**config.mk**
```make
export PLATFORM = sky130hd
export DESIGN_NAME = sag_swell_monitor
export DESIGN_NICKNAME = d
export VERILOG_FILES = /design/src/vsm_pkg.sv /design/src/tmr_if.sv /design/src/sag_swell_monitor.sv /design/src/ms_tick.sv /design/src/cond_timer.sv
export VERILOG_INCLUDE_DIRS = /design/src /design/src/src
export SDC_FILE = /design/constraint.sdc
export NUM_CORES = 2
export LEC_CHECK = 0
export BUFFER_PORTS_ARGS = -buffer_cell sky130_fd_sc_hd__buf_2
export CAP_MARGIN = 10
export CORE_UTILIZATION = 34
export CTS_BUF_LIST = sky130_fd_sc_hd__clkbuf_4
export CTS_CLUSTER_DIAMETER = 60
export DETAILED_ROUTE_END_ITERATION = 6
export GPL_TIMING_DRIVEN = 0
export PLACE_DENSITY = 0.46
export REMOVE_ABC_BUFFERS = 1
export SYNTH_ARGS = -nofsm -noshare
export SYNTH_HDL_FRONTEND = slang
export SYNTH_HIERARCHICAL = 1
export SYNTH_SLANG_ARGS = --single-unit
```
**constraint.sdc**
```tcl
create_clock -name sys_clk -period 3.5 [get_ports sys_clk]
set_input_delay 0.175 -clock sys_clk [delete_from_list [all_inputs] [get_ports sys_clk]]
set_output_delay 0.175 -clock sys_clk [all_outputs]
set_load 0.02 [all_outputs]
```
**src/vsm_params.svh**
```systemverilog
`ifndef VSM_PARAMS_SVH
`define VSM_PARAMS_SVH

`define CLK_PERIOD_NS   50
`define MS_PERIOD_NS    1000000
`define MS_CYCLES       (`MS_PERIOD_NS / `CLK_PERIOD_NS)

`define VOLT_W          16
`define EVT_W           9

`define A_SAG_THR       8'h00
`define A_SWELL_THR     8'h04
`define A_INTR_THR      8'h08
`define A_MIN_MS        8'h0c
`define A_MAX_MS        8'h10
`define A_CMD           8'h14
`define A_STATUS        8'h18
`define A_SAG_CNT       8'h1c
`define A_SWELL_CNT     8'h20
`define A_LAST_DUR      8'h24
`define A_LAST_V1       8'h28
`define A_LAST_V2       8'h2c
`define A_LAST_V3       8'h30
`define A_EVT           8'h34
`define A_EVT_MASK      8'h38
`define A_EVT_TIME      8'h3c
`define A_MS_TIME       8'h40

`define RST_SAG_THR     16'h0000
`define RST_SWELL_THR   16'hffff
`define RST_INTR_THR    16'h0000
`define RST_MIN_MS      16'h0000
`define RST_MAX_MS      16'hffff

`define CMD_CLR_SAG     0
`define CMD_CLR_SWELL   1

`define EV_SAG_ON       0
`define EV_SAG_OFF      1
`define EV_SWELL_ON     2
`define EV_SWELL_OFF    3
`define EV_INTR_ON      4
`define EV_INTR_OFF     5
`define EV_SAG_CNT      6
`define EV_SWELL_CNT    7
`define EV_REPORT       8

`define C_SAG           0
`define C_SWELL         1
`define C_INTR          2

`endif

```
**src/vsm_pkg.sv**
```systemverilog
package vsm_pkg;
    typedef enum logic [1:0] {T_IDLE, T_RUN, T_HOLD} tmr_state_e;
    typedef logic [15:0] volt_t;
    typedef logic [15:0] ms_t;
endpackage

```
**src/tmr_if.sv**
```systemverilog
`timescale 1ns/1ns
interface tmr_if;
    logic          cond;
    logic          tick;
    vsm_pkg::ms_t  min_ms;
    vsm_pkg::ms_t  max_ms;
    logic          active;
    vsm_pkg::ms_t  dur;
    logic          done;
    logic          qual;
    modport timer (input cond, input tick, input min_ms, input max_ms,
                   output active, output dur, output done, output qual);
    modport owner (output cond, output tick, output min_ms, output max_ms,
                   input active, input dur, input done, input qual);
endinterface

```
**src/sag_swell_monitor.sv**
```systemverilog
`timescale 1ns/1ns
`include "vsm_params.svh"
// Operation
// (RULE1) Sag is on while any line voltage is below the sag level but not all are below the interruption level.
// (RULE2) Sag goes off when all voltages are back above the sag level or the maximum time runs out.
// (RULE3) The sag count grows by one only for a sag that ends normally between minimum and maximum time.
// (RULE4) A finished sag reports its duration and lowest values.
// (RULE5) Swell is on while any line voltage is above the swell level.
// (RULE6) Swell goes off when all voltages are below the swell level or the maximum time runs out.
// (RULE7) The swell count grows by one only for a swell that ends normally between minimum and maximum time.
// (RULE8) A finished swell reports its duration and highest values; the code keeps the sag's report instead when a sag finishes in the same cycle.
// (RULE9) Interruption is on only while all three voltages are below the interruption level.
// (RULE10) Interruption goes off when any voltage rises above that level or the maximum time runs out.
// (RULE11) Interruptions are not counted.
// (RULE12) A sag in which not all phases reach the interruption level reports zero for a phase that did.
// (RULE13) Only the latest variation's duration and values are kept.
// (RULE14) On and off changes, count updates and each report raise time-stamped events.
// (RULE15) Separate commands clear the sag count and the swell count, each only its own.
// (RULE16) Durations count whole milliseconds from detection until the output clears.
// (RULE17) A variation shorter than the minimum or cut off by the maximum leaves the count alone.
module sag_swell_monitor #(
    parameter int unsigned TICK_CYCLES = `MS_CYCLES
) (
    input  wire logic         sys_clk,
    input  wire logic         rst,
    input  wire logic         psel,
    input  wire logic         penable,
    input  wire logic         pwrite,
    input  wire logic [31:0]  paddr,
    input  wire logic [31:0]  pwdata,
    output logic [31:0]       prdata,
    output logic              pready,
    output logic              pslverr,
    input  wire vsm_pkg::volt_t v_ab,
    input  wire vsm_pkg::volt_t v_bc,
    input  wire vsm_pkg::volt_t v_ca,
    output logic              sag,
    output logic              swell,
    output logic              interruption,
    output logic              irq
);
    logic                 tick;
    logic [31:0]          ms_time;
    vsm_pkg::volt_t       v [3];
    logic [2:0]           below_sag;
    logic [2:0]           below_intr;
    logic [2:0]           above_swell;
    logic [2:0]           cond;

    vsm_pkg::volt_t       sag_thr_reg;
    vsm_pkg::volt_t       sag_thr_next;
    vsm_pkg::volt_t       swell_thr_reg;
    vsm_pkg::volt_t       swell_thr_next;
    vsm_pkg::volt_t       intr_thr_reg;
    vsm_pkg::volt_t       intr_thr_next;
    vsm_pkg::ms_t         min_ms_reg;
    vsm_pkg::ms_t         min_ms_next;
    vsm_pkg::ms_t         max_ms_reg;
    vsm_pkg::ms_t         max_ms_next;
    logic [15:0]          sag_cnt_reg;
    logic [15:0]          sag_cnt_next;
    logic [15:0]          swell_cnt_reg;
    logic [15:0]          swell_cnt_next;
    vsm_pkg::ms_t         last_dur_reg;
    vsm_pkg::ms_t         last_dur_next;
    vsm_pkg::volt_t       last_v_reg [3];
    vsm_pkg::volt_t       last_v_next [3];
    vsm_pkg::volt_t       mn_reg [3];
    vsm_pkg::volt_t       mn_next [3];
    vsm_pkg::volt_t       mx_reg [3];
    vsm_pkg::volt_t       mx_next [3];
    logic [`EVT_W-1:0]    evt_reg;
    logic [`EVT_W-1:0]    evt_next;
    logic [`EVT_W-1:0]    evt_set;
    logic [`EVT_W-1:0]    mask_reg;
    logic [`EVT_W-1:0]    mask_next;
    logic [31:0]          evt_time_reg;
    logic [31:0]          evt_time_next;
    logic                 irq_reg;
    logic                 irq_next;
    logic [2:0]           act_d_reg;
    logic [31:0]          prdata_reg;
    logic [31:0]          prdata_next;
    logic                 pready_reg;
    logic                 pready_next;
    logic                 pslverr_reg;
    logic                 pslverr_next;
    logic                 setup;
    logic                 wr;
    logic [31:0]          rdata;
    logic                 unmapped;
    logic                 clr_sag;
    logic                 clr_swell;
    logic [2:0]           act;
    logic [2:0]           done;
    logic [2:0]           qual;
    vsm_pkg::ms_t         dur [3];
    logic                 sag_inc;
    logic                 swell_inc;

    tmr_if t_if [3] ();

    ms_tick #(
        .TICK_CYCLES (TICK_CYCLES)
    ) u_tick (
        .sys_clk (sys_clk),
        .rst     (rst),
        .tick    (tick),
        .ms_time (ms_time)
    );

    assign v[0] = v_ab;
    assign v[1] = v_bc;
    assign v[2] = v_ca;

    genvar g;
    generate
        for (g = 0; g < 3; g++)
        begin : gen_ph
            assign below_sag[g]   = (v[g] < sag_thr_reg);
            assign below_intr[g]  = (v[g] < intr_thr_reg);
            assign above_swell[g] = (v[g] > swell_thr_reg);
            assign t_if[g].cond   = cond[g];
            assign t_if[g].tick   = tick;
            assign t_if[g].min_ms = min_ms_reg;
            assign t_if[g].max_ms = max_ms_reg;
            assign act[g]         = t_if[g].active;
            assign done[g]        = t_if[g].done;
            assign qual[g]        = t_if[g].qual;
            assign dur[g]         = t_if[g].dur;
            cond_timer u_tmr (
                .sys_clk (sys_clk),
                .rst     (rst),
                .t       (t_if[g])
            );
        end
    endgenerate

    // A phase under the interruption level still counts as sag unless all are under it.
    assign cond[`C_SAG]   = (|below_sag) && !(&below_intr); // RULE1 RULE12
    assign cond[`C_SWELL] = |above_swell; // RULE5
    assign cond[`C_INTR]  = &below_intr; // RULE9

    assign setup = psel && !penable;
    assign wr    = psel && penable && pready_reg && pwrite && (paddr[31:8] == 24'h00_0000);
    assign clr_sag   = wr && (paddr[7:0] == `A_CMD) && pwdata[`CMD_CLR_SAG];
    assign clr_swell = wr && (paddr[7:0] == `A_CMD) && pwdata[`CMD_CLR_SWELL];
    // A variation that runs straight into another condition has not returned to normal.
    assign sag_inc   = done[`C_SAG] && qual[`C_SAG] && !act[`C_SWELL] && !act[`C_INTR]; // RULE3
    assign swell_inc = done[`C_SWELL] && qual[`C_SWELL] && !act[`C_SAG] && !act[`C_INTR]; // RULE7

    always_comb
    begin
        unmapped = 1'b0;
        rdata    = 32'h0000_0000;
        unique case (paddr[7:0])
            `A_SAG_THR:   rdata[15:0] = sag_thr_reg;
            `A_SWELL_THR: rdata[15:0] = swell_thr_reg;
            `A_INTR_THR:  rdata[15:0] = intr_thr_reg;
            `A_MIN_MS:    rdata[15:0] = min_ms_reg;
            `A_MAX_MS:    rdata[15:0] = max_ms_reg;
            `A_CMD:       rdata       = 32'h0000_0000;
            `A_STATUS:    rdata[2:0]  = act;
            `A_SAG_CNT:   rdata[15:0] = sag_cnt_reg;
            `A_SWELL_CNT: rdata[15:0] = swell_cnt_reg;
            `A_LAST_DUR:  rdata[15:0] = last_dur_reg;
            `A_LAST_V1:   rdata[15:0] = last_v_reg[0];
            `A_LAST_V2:   rdata[15:0] = last_v_reg[1];
            `A_LAST_V3:   rdata[15:0] = last_v_reg[2];
            `A_EVT:       rdata[`EVT_W-1:0] = evt_reg;
            `A_EVT_MASK:  rdata[`EVT_W-1:0] = mask_reg;
            `A_EVT_TIME:  rdata       = evt_time_reg;
            `A_MS_TIME:   rdata       = ms_time;
            default:      unmapped    = 1'b1;
        endcase
        if (paddr[31:8] != 24'h00_0000)
        begin
            unmapped = 1'b1;
            rdata    = 32'h0000_0000;
        end
    end

    always_comb
    begin
        pready_next    = setup;
        prdata_next    = setup ? rdata : 32'h0000_0000;
        pslverr_next   = setup && unmapped;
        sag_thr_next   = sag_thr_reg;
        swell_thr_next = swell_thr_reg;
        intr_thr_next  = intr_thr_reg;
        min_ms_next    = min_ms_reg;
        max_ms_next    = max_ms_reg;
        mask_next      = mask_reg;
        if (wr)
        begin
            unique case (paddr[7:0])
                `A_SAG_THR:   sag_thr_next   = pwdata[15:0];
                `A_SWELL_THR: swell_thr_next = pwdata[15:0];
                `A_INTR_THR:  intr_thr_next  = pwdata[15:0];
                `A_MIN_MS:    min_ms_next    = pwdata[15:0];
                `A_MAX_MS:    max_ms_next    = pwdata[15:0];
                `A_EVT_MASK:  mask_next      = pwdata[`EVT_W-1:0];
                default:      mask_next      = mask_reg;
            endcase
        end
    end

    // Extremes follow the live value while quiet and track the running minimum and maximum while a variation runs.
    always_comb
    begin
        for (int p = 0; p < 3; p++)
        begin
            if (|cond || |act)
            begin
                mn_next[p] = (v[p] < mn_reg[p]) ? v[p] : mn_reg[p];
                mx_next[p] = (v[p] > mx_reg[p]) ? v[p] : mx_reg[p];
            end
            else
            begin
                mn_next[p] = v[p];
                mx_next[p] = v[p];
            end
        end
    end

    always_comb
    begin
        // A clear and an increment in one cycle leave the count at one.
        sag_cnt_next   = (clr_sag ? 16'h0000 : sag_cnt_reg)
                       + {15'h0000, sag_inc}; // RULE3 RULE15 RULE17
        swell_cnt_next = (clr_swell ? 16'h0000 : swell_cnt_reg)
                       + {15'h0000, swell_inc}; // RULE7 RULE15 RULE17
        last_dur_next  = last_dur_reg;
        for (int p = 0; p < 3; p++)
        begin
            last_v_next[p] = last_v_reg[p];
        end
        if (done[`C_INTR])
        begin
            last_dur_next = dur[`C_INTR]; // RULE13 RULE11
            for (int p = 0; p < 3; p++)
            begin
                last_v_next[p] = mn_reg[p];
            end
        end
        else if (done[`C_SAG])
        begin
            last_dur_next = dur[`C_SAG]; // RULE4 RULE13
            for (int p = 0; p < 3; p++)
            begin
                last_v_next[p] = (mn_reg[p] < intr_thr_reg) ? 16'h0000 : mn_reg[p]; // RULE12
            end
        end
        else if (done[`C_SWELL])
        begin
            last_dur_next = dur[`C_SWELL]; // RULE8 RULE13
            for (int p = 0; p < 3; p++)
            begin
                last_v_next[p] = mx_reg[p];
            end
        end
    end

    always_comb
    begin
        evt_set = '0;
        evt_set[`EV_SAG_ON]    = act[`C_SAG] && !act_d_reg[`C_SAG]; // RULE14
        evt_set[`EV_SAG_OFF]   = !act[`C_SAG] && act_d_reg[`C_SAG];
        evt_set[`EV_SWELL_ON]  = act[`C_SWELL] && !act_d_reg[`C_SWELL];
        evt_set[`EV_SWELL_OFF] = !act[`C_SWELL] && act_d_reg[`C_SWELL];
        evt_set[`EV_INTR_ON]   = act[`C_INTR] && !act_d_reg[`C_INTR];
        evt_set[`EV_INTR_OFF]  = !act[`C_INTR] && act_d_reg[`C_INTR];
        evt_set[`EV_SAG_CNT]   = clr_sag || sag_inc;
        evt_set[`EV_SWELL_CNT] = clr_swell || swell_inc;
        evt_set[`EV_REPORT]    = |done;
        // Write one to clear; a new event in the same cycle still sets.
        evt_next = evt_reg;
        if (wr && (paddr[7:0] == `A_EVT))
        begin
            evt_next = evt_reg & ~pwdata[`EVT_W-1:0];
        end
        evt_next      = evt_next | evt_set;
        evt_time_next = (|evt_set) ? ms_time : evt_time_reg; // RULE14
        irq_next      = |(evt_next & mask_next);
    end

    always_ff @(posedge sys_clk)
    begin
        if (rst)
        begin
            sag_thr_reg   <= `RST_SAG_THR;
            swell_thr_reg <= `RST_SWELL_THR;
            intr_thr_reg  <= `RST_INTR_THR;
            min_ms_reg    <= `RST_MIN_MS;
            max_ms_reg    <= `RST_MAX_MS;
            sag_cnt_reg   <= 16'h0000;
            swell_cnt_reg <= 16'h0000;
            last_dur_reg  <= 16'h0000;
            evt_reg       <= '0;
            mask_reg      <= '0;
            evt_time_reg  <= 32'h0000_0000;
            irq_reg       <= 1'b0;
            act_d_reg     <= 3'h0;
            prdata_reg    <= 32'h0000_0000;
            pready_reg    <= 1'b0;
            pslverr_reg   <= 1'b0;
            for (int p = 0; p < 3; p++)
            begin
                last_v_reg[p] <= 16'h0000;
                mn_reg[p]     <= 16'h0000;
                mx_reg[p]     <= 16'h0000;
            end
        end
        else
        begin
            sag_thr_reg   <= sag_thr_next;
            swell_thr_reg <= swell_thr_next;
            intr_thr_reg  <= intr_thr_next;
            min_ms_reg    <= min_ms_next;
            max_ms_reg    <= max_ms_next;
            sag_cnt_reg   <= sag_cnt_next;
            swell_cnt_reg <= swell_cnt_next;
            last_dur_reg  <= last_dur_next;
            evt_reg       <= evt_next;
            mask_reg      <= mask_next;
            evt_time_reg  <= evt_time_next;
            irq_reg       <= irq_next;
            act_d_reg     <= act;
            prdata_reg    <= prdata_next;
            pready_reg    <= pready_next;
            pslverr_reg   <= pslverr_next;
            for (int p = 0; p < 3; p++)
            begin
                last_v_reg[p] <= last_v_next[p];
                mn_reg[p]     <= mn_next[p];
                mx_reg[p]     <= mx_next[p];
            end
        end
    end

    assign sag          = act[`C_SAG]; // RULE2
    assign swell        = act[`C_SWELL]; // RULE6
    assign interruption = act[`C_INTR]; // RULE10
    assign irq          = irq_reg;
    assign prdata       = prdata_reg;
    assign pready       = pready_reg;
    assign pslverr      = pslverr_reg;
endmodule

```
**src/ms_tick.sv**
```systemverilog
`timescale 1ns/1ns
`include "vsm_params.svh"
module ms_tick #(
    parameter int unsigned TICK_CYCLES = `MS_CYCLES
) (
    input  wire logic        sys_clk,
    input  wire logic        rst,
    output logic             tick,
    output logic [31:0]      ms_time
);
    logic [31:0] div_reg;
    logic [31:0] div_next;
    logic        tick_reg;
    logic        tick_next;
    logic [31:0] ms_reg;
    logic [31:0] ms_next;

    always_comb
    begin
        tick_next = (div_reg == TICK_CYCLES - 1);
        div_next  = tick_next ? 32'h0000_0000 : div_reg + 32'h0000_0001;
        ms_next   = tick_next ? ms_reg + 32'h0000_0001 : ms_reg;
    end

    always_ff @(posedge sys_clk)
    begin
        if (rst)
        begin
            div_reg  <= 32'h0000_0000;
            tick_reg <= 1'b0;
            ms_reg   <= 32'h0000_0000;
        end
        else
        begin
            div_reg  <= div_next;
            tick_reg <= tick_next;
            ms_reg   <= ms_next;
        end
    end

    assign tick    = tick_reg;
    assign ms_time = ms_reg;
endmodule

```
**src/cond_timer.sv**
```systemverilog
`timescale 1ns/1ns
module cond_timer (
    input  wire logic sys_clk,
    input  wire logic rst,
    tmr_if.timer      t
);
    vsm_pkg::tmr_state_e state_reg;
    vsm_pkg::tmr_state_e state_next;
    vsm_pkg::ms_t        dur_reg;
    vsm_pkg::ms_t        dur_next;
    vsm_pkg::ms_t        dur_inc;
    logic                active_reg;
    logic                active_next;
    logic                done_reg;
    logic                done_next;
    logic                qual_reg;
    logic                qual_next;

    always_comb
    begin
        state_next  = state_reg;
        dur_next    = dur_reg;
        active_next = active_reg;
        done_next   = 1'b0;
        qual_next   = 1'b0;
        dur_inc     = dur_reg + 16'h0001;
        unique case (state_reg)
            vsm_pkg::T_IDLE:
                if (t.cond)
                begin
                    state_next  = vsm_pkg::T_RUN;
                    active_next = 1'b1;
                    dur_next    = 16'h0000; // RULE16
                end
            vsm_pkg::T_RUN:
                if (!t.cond)
                begin
                    state_next  = vsm_pkg::T_IDLE;
                    active_next = 1'b0;
                    done_next   = 1'b1;
                    qual_next   = (dur_reg >= t.min_ms); // RULE17
                end
                else if (t.tick)
                begin
                    dur_next = dur_inc; // RULE16
                    if (dur_inc >= t.max_ms)
                    begin
                        // Expiry ends the output but waits for the condition to go.
                        state_next  = vsm_pkg::T_HOLD;
                        active_next = 1'b0;
                        done_next   = 1'b1;
                    end
                end
            vsm_pkg::T_HOLD:
                if (!t.cond)
                begin
                    state_next = vsm_pkg::T_IDLE;
                end
            default:
                state_next = vsm_pkg::T_IDLE;
        endcase
    end

    always_ff @(posedge sys_clk)
    begin
        if (rst)
        begin
            state_reg  <= vsm_pkg::T_IDLE;
            dur_reg    <= 16'h0000;
            active_reg <= 1'b0;
            done_reg   <= 1'b0;
            qual_reg   <= 1'b0;
        end
        else
        begin
            state_reg  <= state_next;
            dur_reg    <= dur_next;
            active_reg <= active_next;
            done_reg   <= done_next;
            qual_reg   <= qual_next;
        end
    end

    assign t.active = active_reg;
    assign t.dur    = dur_reg;
    assign t.done   = done_reg;
    assign t.qual   = qual_reg;
endmodule

```
# After elaboration in Yosys (flattened, before gate mapping)

Memory sizes are Yosys's and may differ from the RTL's.
Index checks and enable logic that the tools add are counted.

Register bits after elaboration: 343
Memory bits (writable): 144
Bits of input ports: 117
Output and inout bits: 38
Logic and storage cells: 296
Memories: 3

Add/sub/neg operators: 7
Order comparisons: 23
Equality and inequality tests: 41
Mux-type cells: 98
Bitwise gates (word level): 17
Reduce and logical (&&, ||, !) cells: 74

Memories:

| name       | depth | bits a word | rd ports | clocked after Yosys merged registers in | write ports | RTL line                | source |
|---|---|---|---|---|---|---|---|
| last_v_reg | 3     | 16          | 3        | 0                                       | 3           | sag_swell_monitor.sv:66 | `vsm_pkg::volt_t last_v_reg [3];` |
| mn_reg     | 3     | 16          | 3        | 0                                       | 3           | sag_swell_monitor.sv:68 | `vsm_pkg::volt_t mn_reg [3];` |
| mx_reg     | 3     | 16          | 3        | 0                                       | 3           | sag_swell_monitor.sv:70 | `vsm_pkg::volt_t mx_reg [3];` |

Operators with widths:

| kind                                                              | count |
|---|---|
| 16-bit two-way mux                                                | 38 |
| 16-bit < comparator                                               | 12 |
| 48-bit two-way mux                                                | 3 |
| 16-bit case mux with 2 select lines                               | 4 |
| 16-bit > comparator                                               | 6 |
| 7-bit case mux with 13 select lines                               | 1 |
| 6-bit case mux with 15 select lines                               | 1 |
| 16-bit >= comparator                                              | 5 |
| 32-bit by 1-bit adder with 32-bit output, second input constant   | 2 |
| 8-bit by 6-bit == test with 1-bit output, second input constant   | 8 |
| 16-bit by 1-bit adder with 16-bit output, second input constant   | 3 |
| 3-bit case mux with 16 select lines                               | 1 |
| 4-bit AND reduction                                               | 9 |
| 16-bit by 1-bit adder with 16-bit output                          | 2 |
| 32-bit by 15-bit == test with 1-bit output, second input constant | 1 |
| 8-bit by 5-bit == test with 1-bit output, second input constant   | 4 |
| 2-bit two-way mux                                                 | 15 |
| 9-bit two-way mux                                                 | 3 |
| 1-bit two-way mux                                                 | 26 |
| 24-bit zero test                                                  | 1 |
| 24-bit nonzero test                                               | 1 |
| 1-bit logical AND                                                 | 23 |
| 9-bit AND                                                         | 2 |
| 3-bit inequality test, second input constant                      | 6 |
| 27 further kinds                                                  | 83 |

# Depth between registers and ports, before layout

Depth after elaboration: 10
Gate-level depth with buffers: 15

# Cells and area by module

Netlist, hierarchy kept.

By module, submodules not included:

| module            | times used | cells each | area an instance (um^2) | sequential area each (um^2) |
|---|---|---|---|---|
| sag_swell_monitor | 1          | 2,515      | 21,800.9                | 7,206.9 |
| cond_timer        | 3          | 259        | 2,004.4                 | 420.4 |
| ms_tick           | 1          | 356        | 3,037.9                 | 1,301.2 |

# Worst setup path after synthesis

OpenSTA, ideal clock, no wires.

Kind: register -> register
From: register gen_ph[2].u_tmr.dur_reg[0]
To: register gen_ph[2].u_tmr.state_reg[0]
Library setup time: 86 ps
Data arrival time: 3,085 ps
Path slack: 329 ps
Stages on the path, launching flop included: 13
Clock period less this slack: 3,171 ps
Path through: dfxtp_1 -> ha_1 -> nand4_1 -> or4_1 -> buf_2 -> nor2_1 -> xor2_1 -> ha_1 -> nand4_1 -> nor2_1 -> a311o_1 -> o41a_1 -> a211oi_1

Cells in the longest elaborated chain, start to end: 4

Ends and longest elaborated chain:

| element                                  | RTL line         | source |
|---|---|---|
| from (decl)                              | cond_timer.sv:9  | `vsm_pkg::ms_t dur_reg;` |
| from (signal assigned)                   | cond_timer.sv:77 | `dur_reg <= dur_next;` |
| 16-bit by 1-bit adder with 16-bit output | cond_timer.sv:26 | `dur_inc = dur_reg + 16'h0001;` |
| 16-bit >= comparator                     | cond_timer.sv:46 | `if (dur_inc >= t.max_ms)` |
| 3-bit inequality test (no line)          | -                |  |
| 4-bit AND reduction (no line)            | -                |  |
| to (signal assigned)                     | cond_timer.sv:68 | `state_reg <= vsm_pkg::T_IDLE;` |
| to (signal assigned)                     | cond_timer.sv:76 | `state_reg <= state_next;` |
| to (decl)                                | cond_timer.sv:7  | `vsm_pkg::tmr_state_e state_reg;` |

No other way between the ends.
A chain may end at the register's enable or synchronous reset.

# Final worst setup path

From: input paddr[17]
To: register irq_reg, in the netlist irq

Cells in the longest elaborated chain, start to end: 8
Elaborated cells on any way between the ends: 13

Ends and longest elaborated chain:

| element                              | RTL line                                           | source |
|---|---|---|
| from (decl)                          | sag_swell_monitor.sv:29                            | `input wire logic [31:0] paddr,` |
| 24-bit zero test *                   | sag_swell_monitor.sv:145                           | `assign wr = psel && penable && pready_reg && pwrite && (paddr[31:8] == 24'h00_0000);` |
| 1-bit logical AND *                  | sag_swell_monitor.sv:145                           |  |
| 1-bit logical AND                    | sag_swell_monitor.sv:146, sag_swell_monitor.sv:147 |  |
| 1-bit logical AND (on tied branches) | sag_swell_monitor.sv:146, sag_swell_monitor.sv:147 |  |
| 1-bit logical OR (on tied branches)  | sag_swell_monitor.sv:273, sag_swell_monitor.sv:274 |  |
| 9-bit bitwise OR                     | sag_swell_monitor.sv:282                           | `evt_next = evt_next \| evt_set;` |
| 9-bit AND *                          | sag_swell_monitor.sv:284                           | `irq_next = \|(evt_next & mask_next);` |
| 9-bit OR reduction *                 | sag_swell_monitor.sv:284                           |  |
| to (signal assigned)                 | sag_swell_monitor.sv:327                           | `irq_reg <= irq_next;` |
| to (decl)                            | sag_swell_monitor.sv:79                            | `logic irq_reg;` |

Mark *: on every way between the ends. The rest lies on a longest branch, timed or not.

==> out/metrics.cfg <==
[finish]
num-nets-final = 4489
syn2layout_area_growth_pct = 22.69
layout_cell_share_with_drive_strength_beyond_1_pct = 16.68

[drt]
detail_route.first_pass.iterations = 7
viasPerCell = 5.452
drtIter0Drc = 2595
wirelength_um = 121800
drt.antenna.violating_nets = 0
routedWlPerCell_um = 23.09
detail_route.drc_violations = 65
detailroute.via_count = 28756

[job]
maxCapViolations = 0

[hold_path]
worst_hold_path_depth = 4
hp-start = pwdata[7]
hold_path.class = in2reg
end_point_of_the_worst_hold_path = intr_thr_reg[7]

[die]
floorplan.die_area_um2 = 90730
std_cell_rows = 109
io_pins = 155
die_width_um = 301.2
floorplan.die.height_um = 301.2
core_area_um2 = 88510
initial_core_util_pct = 34.39

[grt]
grt_overflow = 0
gr-usage-all-layers_pct = 26.35
first_global_vias = 27119
antenna_found_initial = 6
grt_first_pass_wirelength_um = 177100
grt_start_max_net_pins = 148

[timing]
setup_viol = 0
hold_viol_final = 0
hold_ws_ps = 97.89
setup_tns_ps = 0
finalWorstPathRequiredPeriod_ps = 3500
rsz_0062_raised_after_global_routing = yes
fmaxAchievable_mhz = 285.7
timing.final.crit_share_pct = 100.0
finalMaxSlewViolations = 0
finClkSkew_ps = 84.34
slew_headroom_pct = 27.71
worstMarginPinSlew_ps = 1082

[critical_path]
reg2reg_from = intr_thr_reg[8]
worst_ep_required_time_ps = 4310
critical_path_arrival_ps = 4310
timing.critical_path.max_delay_family = buffers and inverters
critical_path.cell_chain = dlygate4sd3_1 -> buf_2 -> nor4_1 -> dlygate4sd3_1 -> nand2_1 -> dlygate4sd3_1 -> nor4b_4 -> buf_4 -> buf_4 -> nand2_1 -> a21oi_1 -> o22ai_1 -> nor3_1 -> a21oi_1
critical_setup_path_kind = in2reg
reg2reg_setup_slack_ps = 30
worst-r2r-cell-count = 13
timing.critical_path.slowest_cell_delay_ps = 730
critical_path.n_buffers_inverters = 6
crit_path_frequent_cell = dlygate4sd3_1
crit_path_start_kind = input pin
r2r_end = gen_ph[0].u_tmr/t.dur[14]
critical_path.slowest_cell = dlygate4sd3_1
critical_path.endpoint_type = flop
worstPathMaxFanout = 6

[power_and_ir_drop]
cellInternalPower_mw = 9.765
pwr_density_cell_nw_per_um2 = 374.3
power.net_switching_mw = 4.213
p_seq_share_pct = 42.7
power.total_mw = 13.98
combinational_cell_fraction_of_total_power_pct = 15.6
power.share.clock_pct = 41.7
power.ir.vdd_worst_uv = 259.7
power_switching_share_pct = 30.14
total_leakage_power_nw = 14.95

[clock_tree]
cts.root.buffer_cell = clkbuf_4
htreeDepth = 4
numCtsBuffers = 151
clk_pin_slew_worst_paths_ps = 60
cts_max_path_bufs = 3
cts_sinks = 487
clkLatencyLatePin_ps = 1050
cts_tree = built

[status]
outcome = complete, but fails checks
failing_checks = design-rule violations

[placed_design]
port_buffers = 138
gp_routability_congestion = 0.9016
detailed_place_hpwl_um = 87890

[synth]
synthesis.area_per_instance_um2 = 8.469
post_synth_instance_area_um2 = 30440
netlist_instances = 3594
synth.yosys.warnings = 6

## final cells by class
class	instances	area, um2
Clock buffer	210	1577
Sequential cell	487	9816
Multi-Input combinational cell	2689	19540
Timing Repair Buffer	411	3562
Fill cell	9009	51160
Tap cell	1165	1458
Clock inverter	49	331.6
Antenna cell	2	5.005
Inverter	261	1055
## stage by stage
stage               cell area [um2]  setup slack (ps)  utilization, %  instances
floorplan                     29700            -430.7               -       3432
global placement              31850             -6108           35.98       4735
detailed placement            32460             -1283           36.67       4768
CTS                           36620            0.3504           41.37       5233
global route                  37340            -27.22           42.19       5273
finish                        37350            0.1150           42.19       5274
## how the worst max path moves through the flow
| stage | startpoint | to | slack (ps) | cells past startpoint |
|---|---|---|---|---|
| 2_1_floorplan | gen_ph[0].u_tmr/t.done | irq | -430 | 6 |
| 3_3_place_gp | gen_ph[0].u_tmr/t.done | irq | -6110 | 6 |
| 3_5_place_dp | intr_thr_reg[2] | gen_ph[0].u_tmr/t.dur[7] | -1280 | 13 |
| 4_1_cts | sag_thr_reg[1] | gen_ph[0].u_tmr/t.dur[14] | 0.4 | 12 |
| 5_1_grt | paddr[17] | irq | -30 | 13 |
| 6_report | paddr[17] | irq | 0.1 | 14 |
## timing repair
item,4_1_cts,5_1_grt
gates cloned,2,3
setup endpoints to repair,186,176
pin swaps,8,21
hold buffers,143,0
setup buffers,61,35
endpoints found under the hold margin,392,0
gates resized for setup,56,91
## per-layer routing
| metal | up-vias | track usage (%) | wire length [um] |
|---|---|---|---|
| met5 | - | 0 | 161 |
| met4 | 8 | 11.07 | 4537 |
| met3 | 214 | 5.338 | 8586 |
| met2 | 951 | 40.90 | 53750 |
| li1 | 13917 | - | - |
| met1 | 13666 | 35.31 | 54770 |
## layout by cell type, fill, tap and decap left out, types with 73 or more instances in the layout
master	n
mux2i_1	122
dlygate4sd3_1	143
nand4_1	90
nand2b_1	169
buf_4	78
a21oi_1	251
dfxtp_1	448
inv_1	240
o21ai_0	151
buf_2	137
ha_1	359
clkbuf_4	211
a211oi_1	73
nand2_1	332
nor2_1	217
## worst min-delay path, cell delays in order
cell and delay [ps]:
dlygate4sd3_1 550, buf_2 200, nand2_1 80, a21oi_1 60
## power groups by stage
stage | clock [mW] | sequential, mW | combinational (mW)
after floorplan | 0 | 5.98 | 1.23
after global placement | 0 | 6.10 | 1.88
after detailed placement | 0 | 6.09 | 1.92
after CTS | 6.01 | 5.97 | 2.15
after global routing | 6.31 | 5.98 | 2.43
final | 5.83 | 5.97 | 2.18
Note: power is estimated with default switching activity, not from simulation.
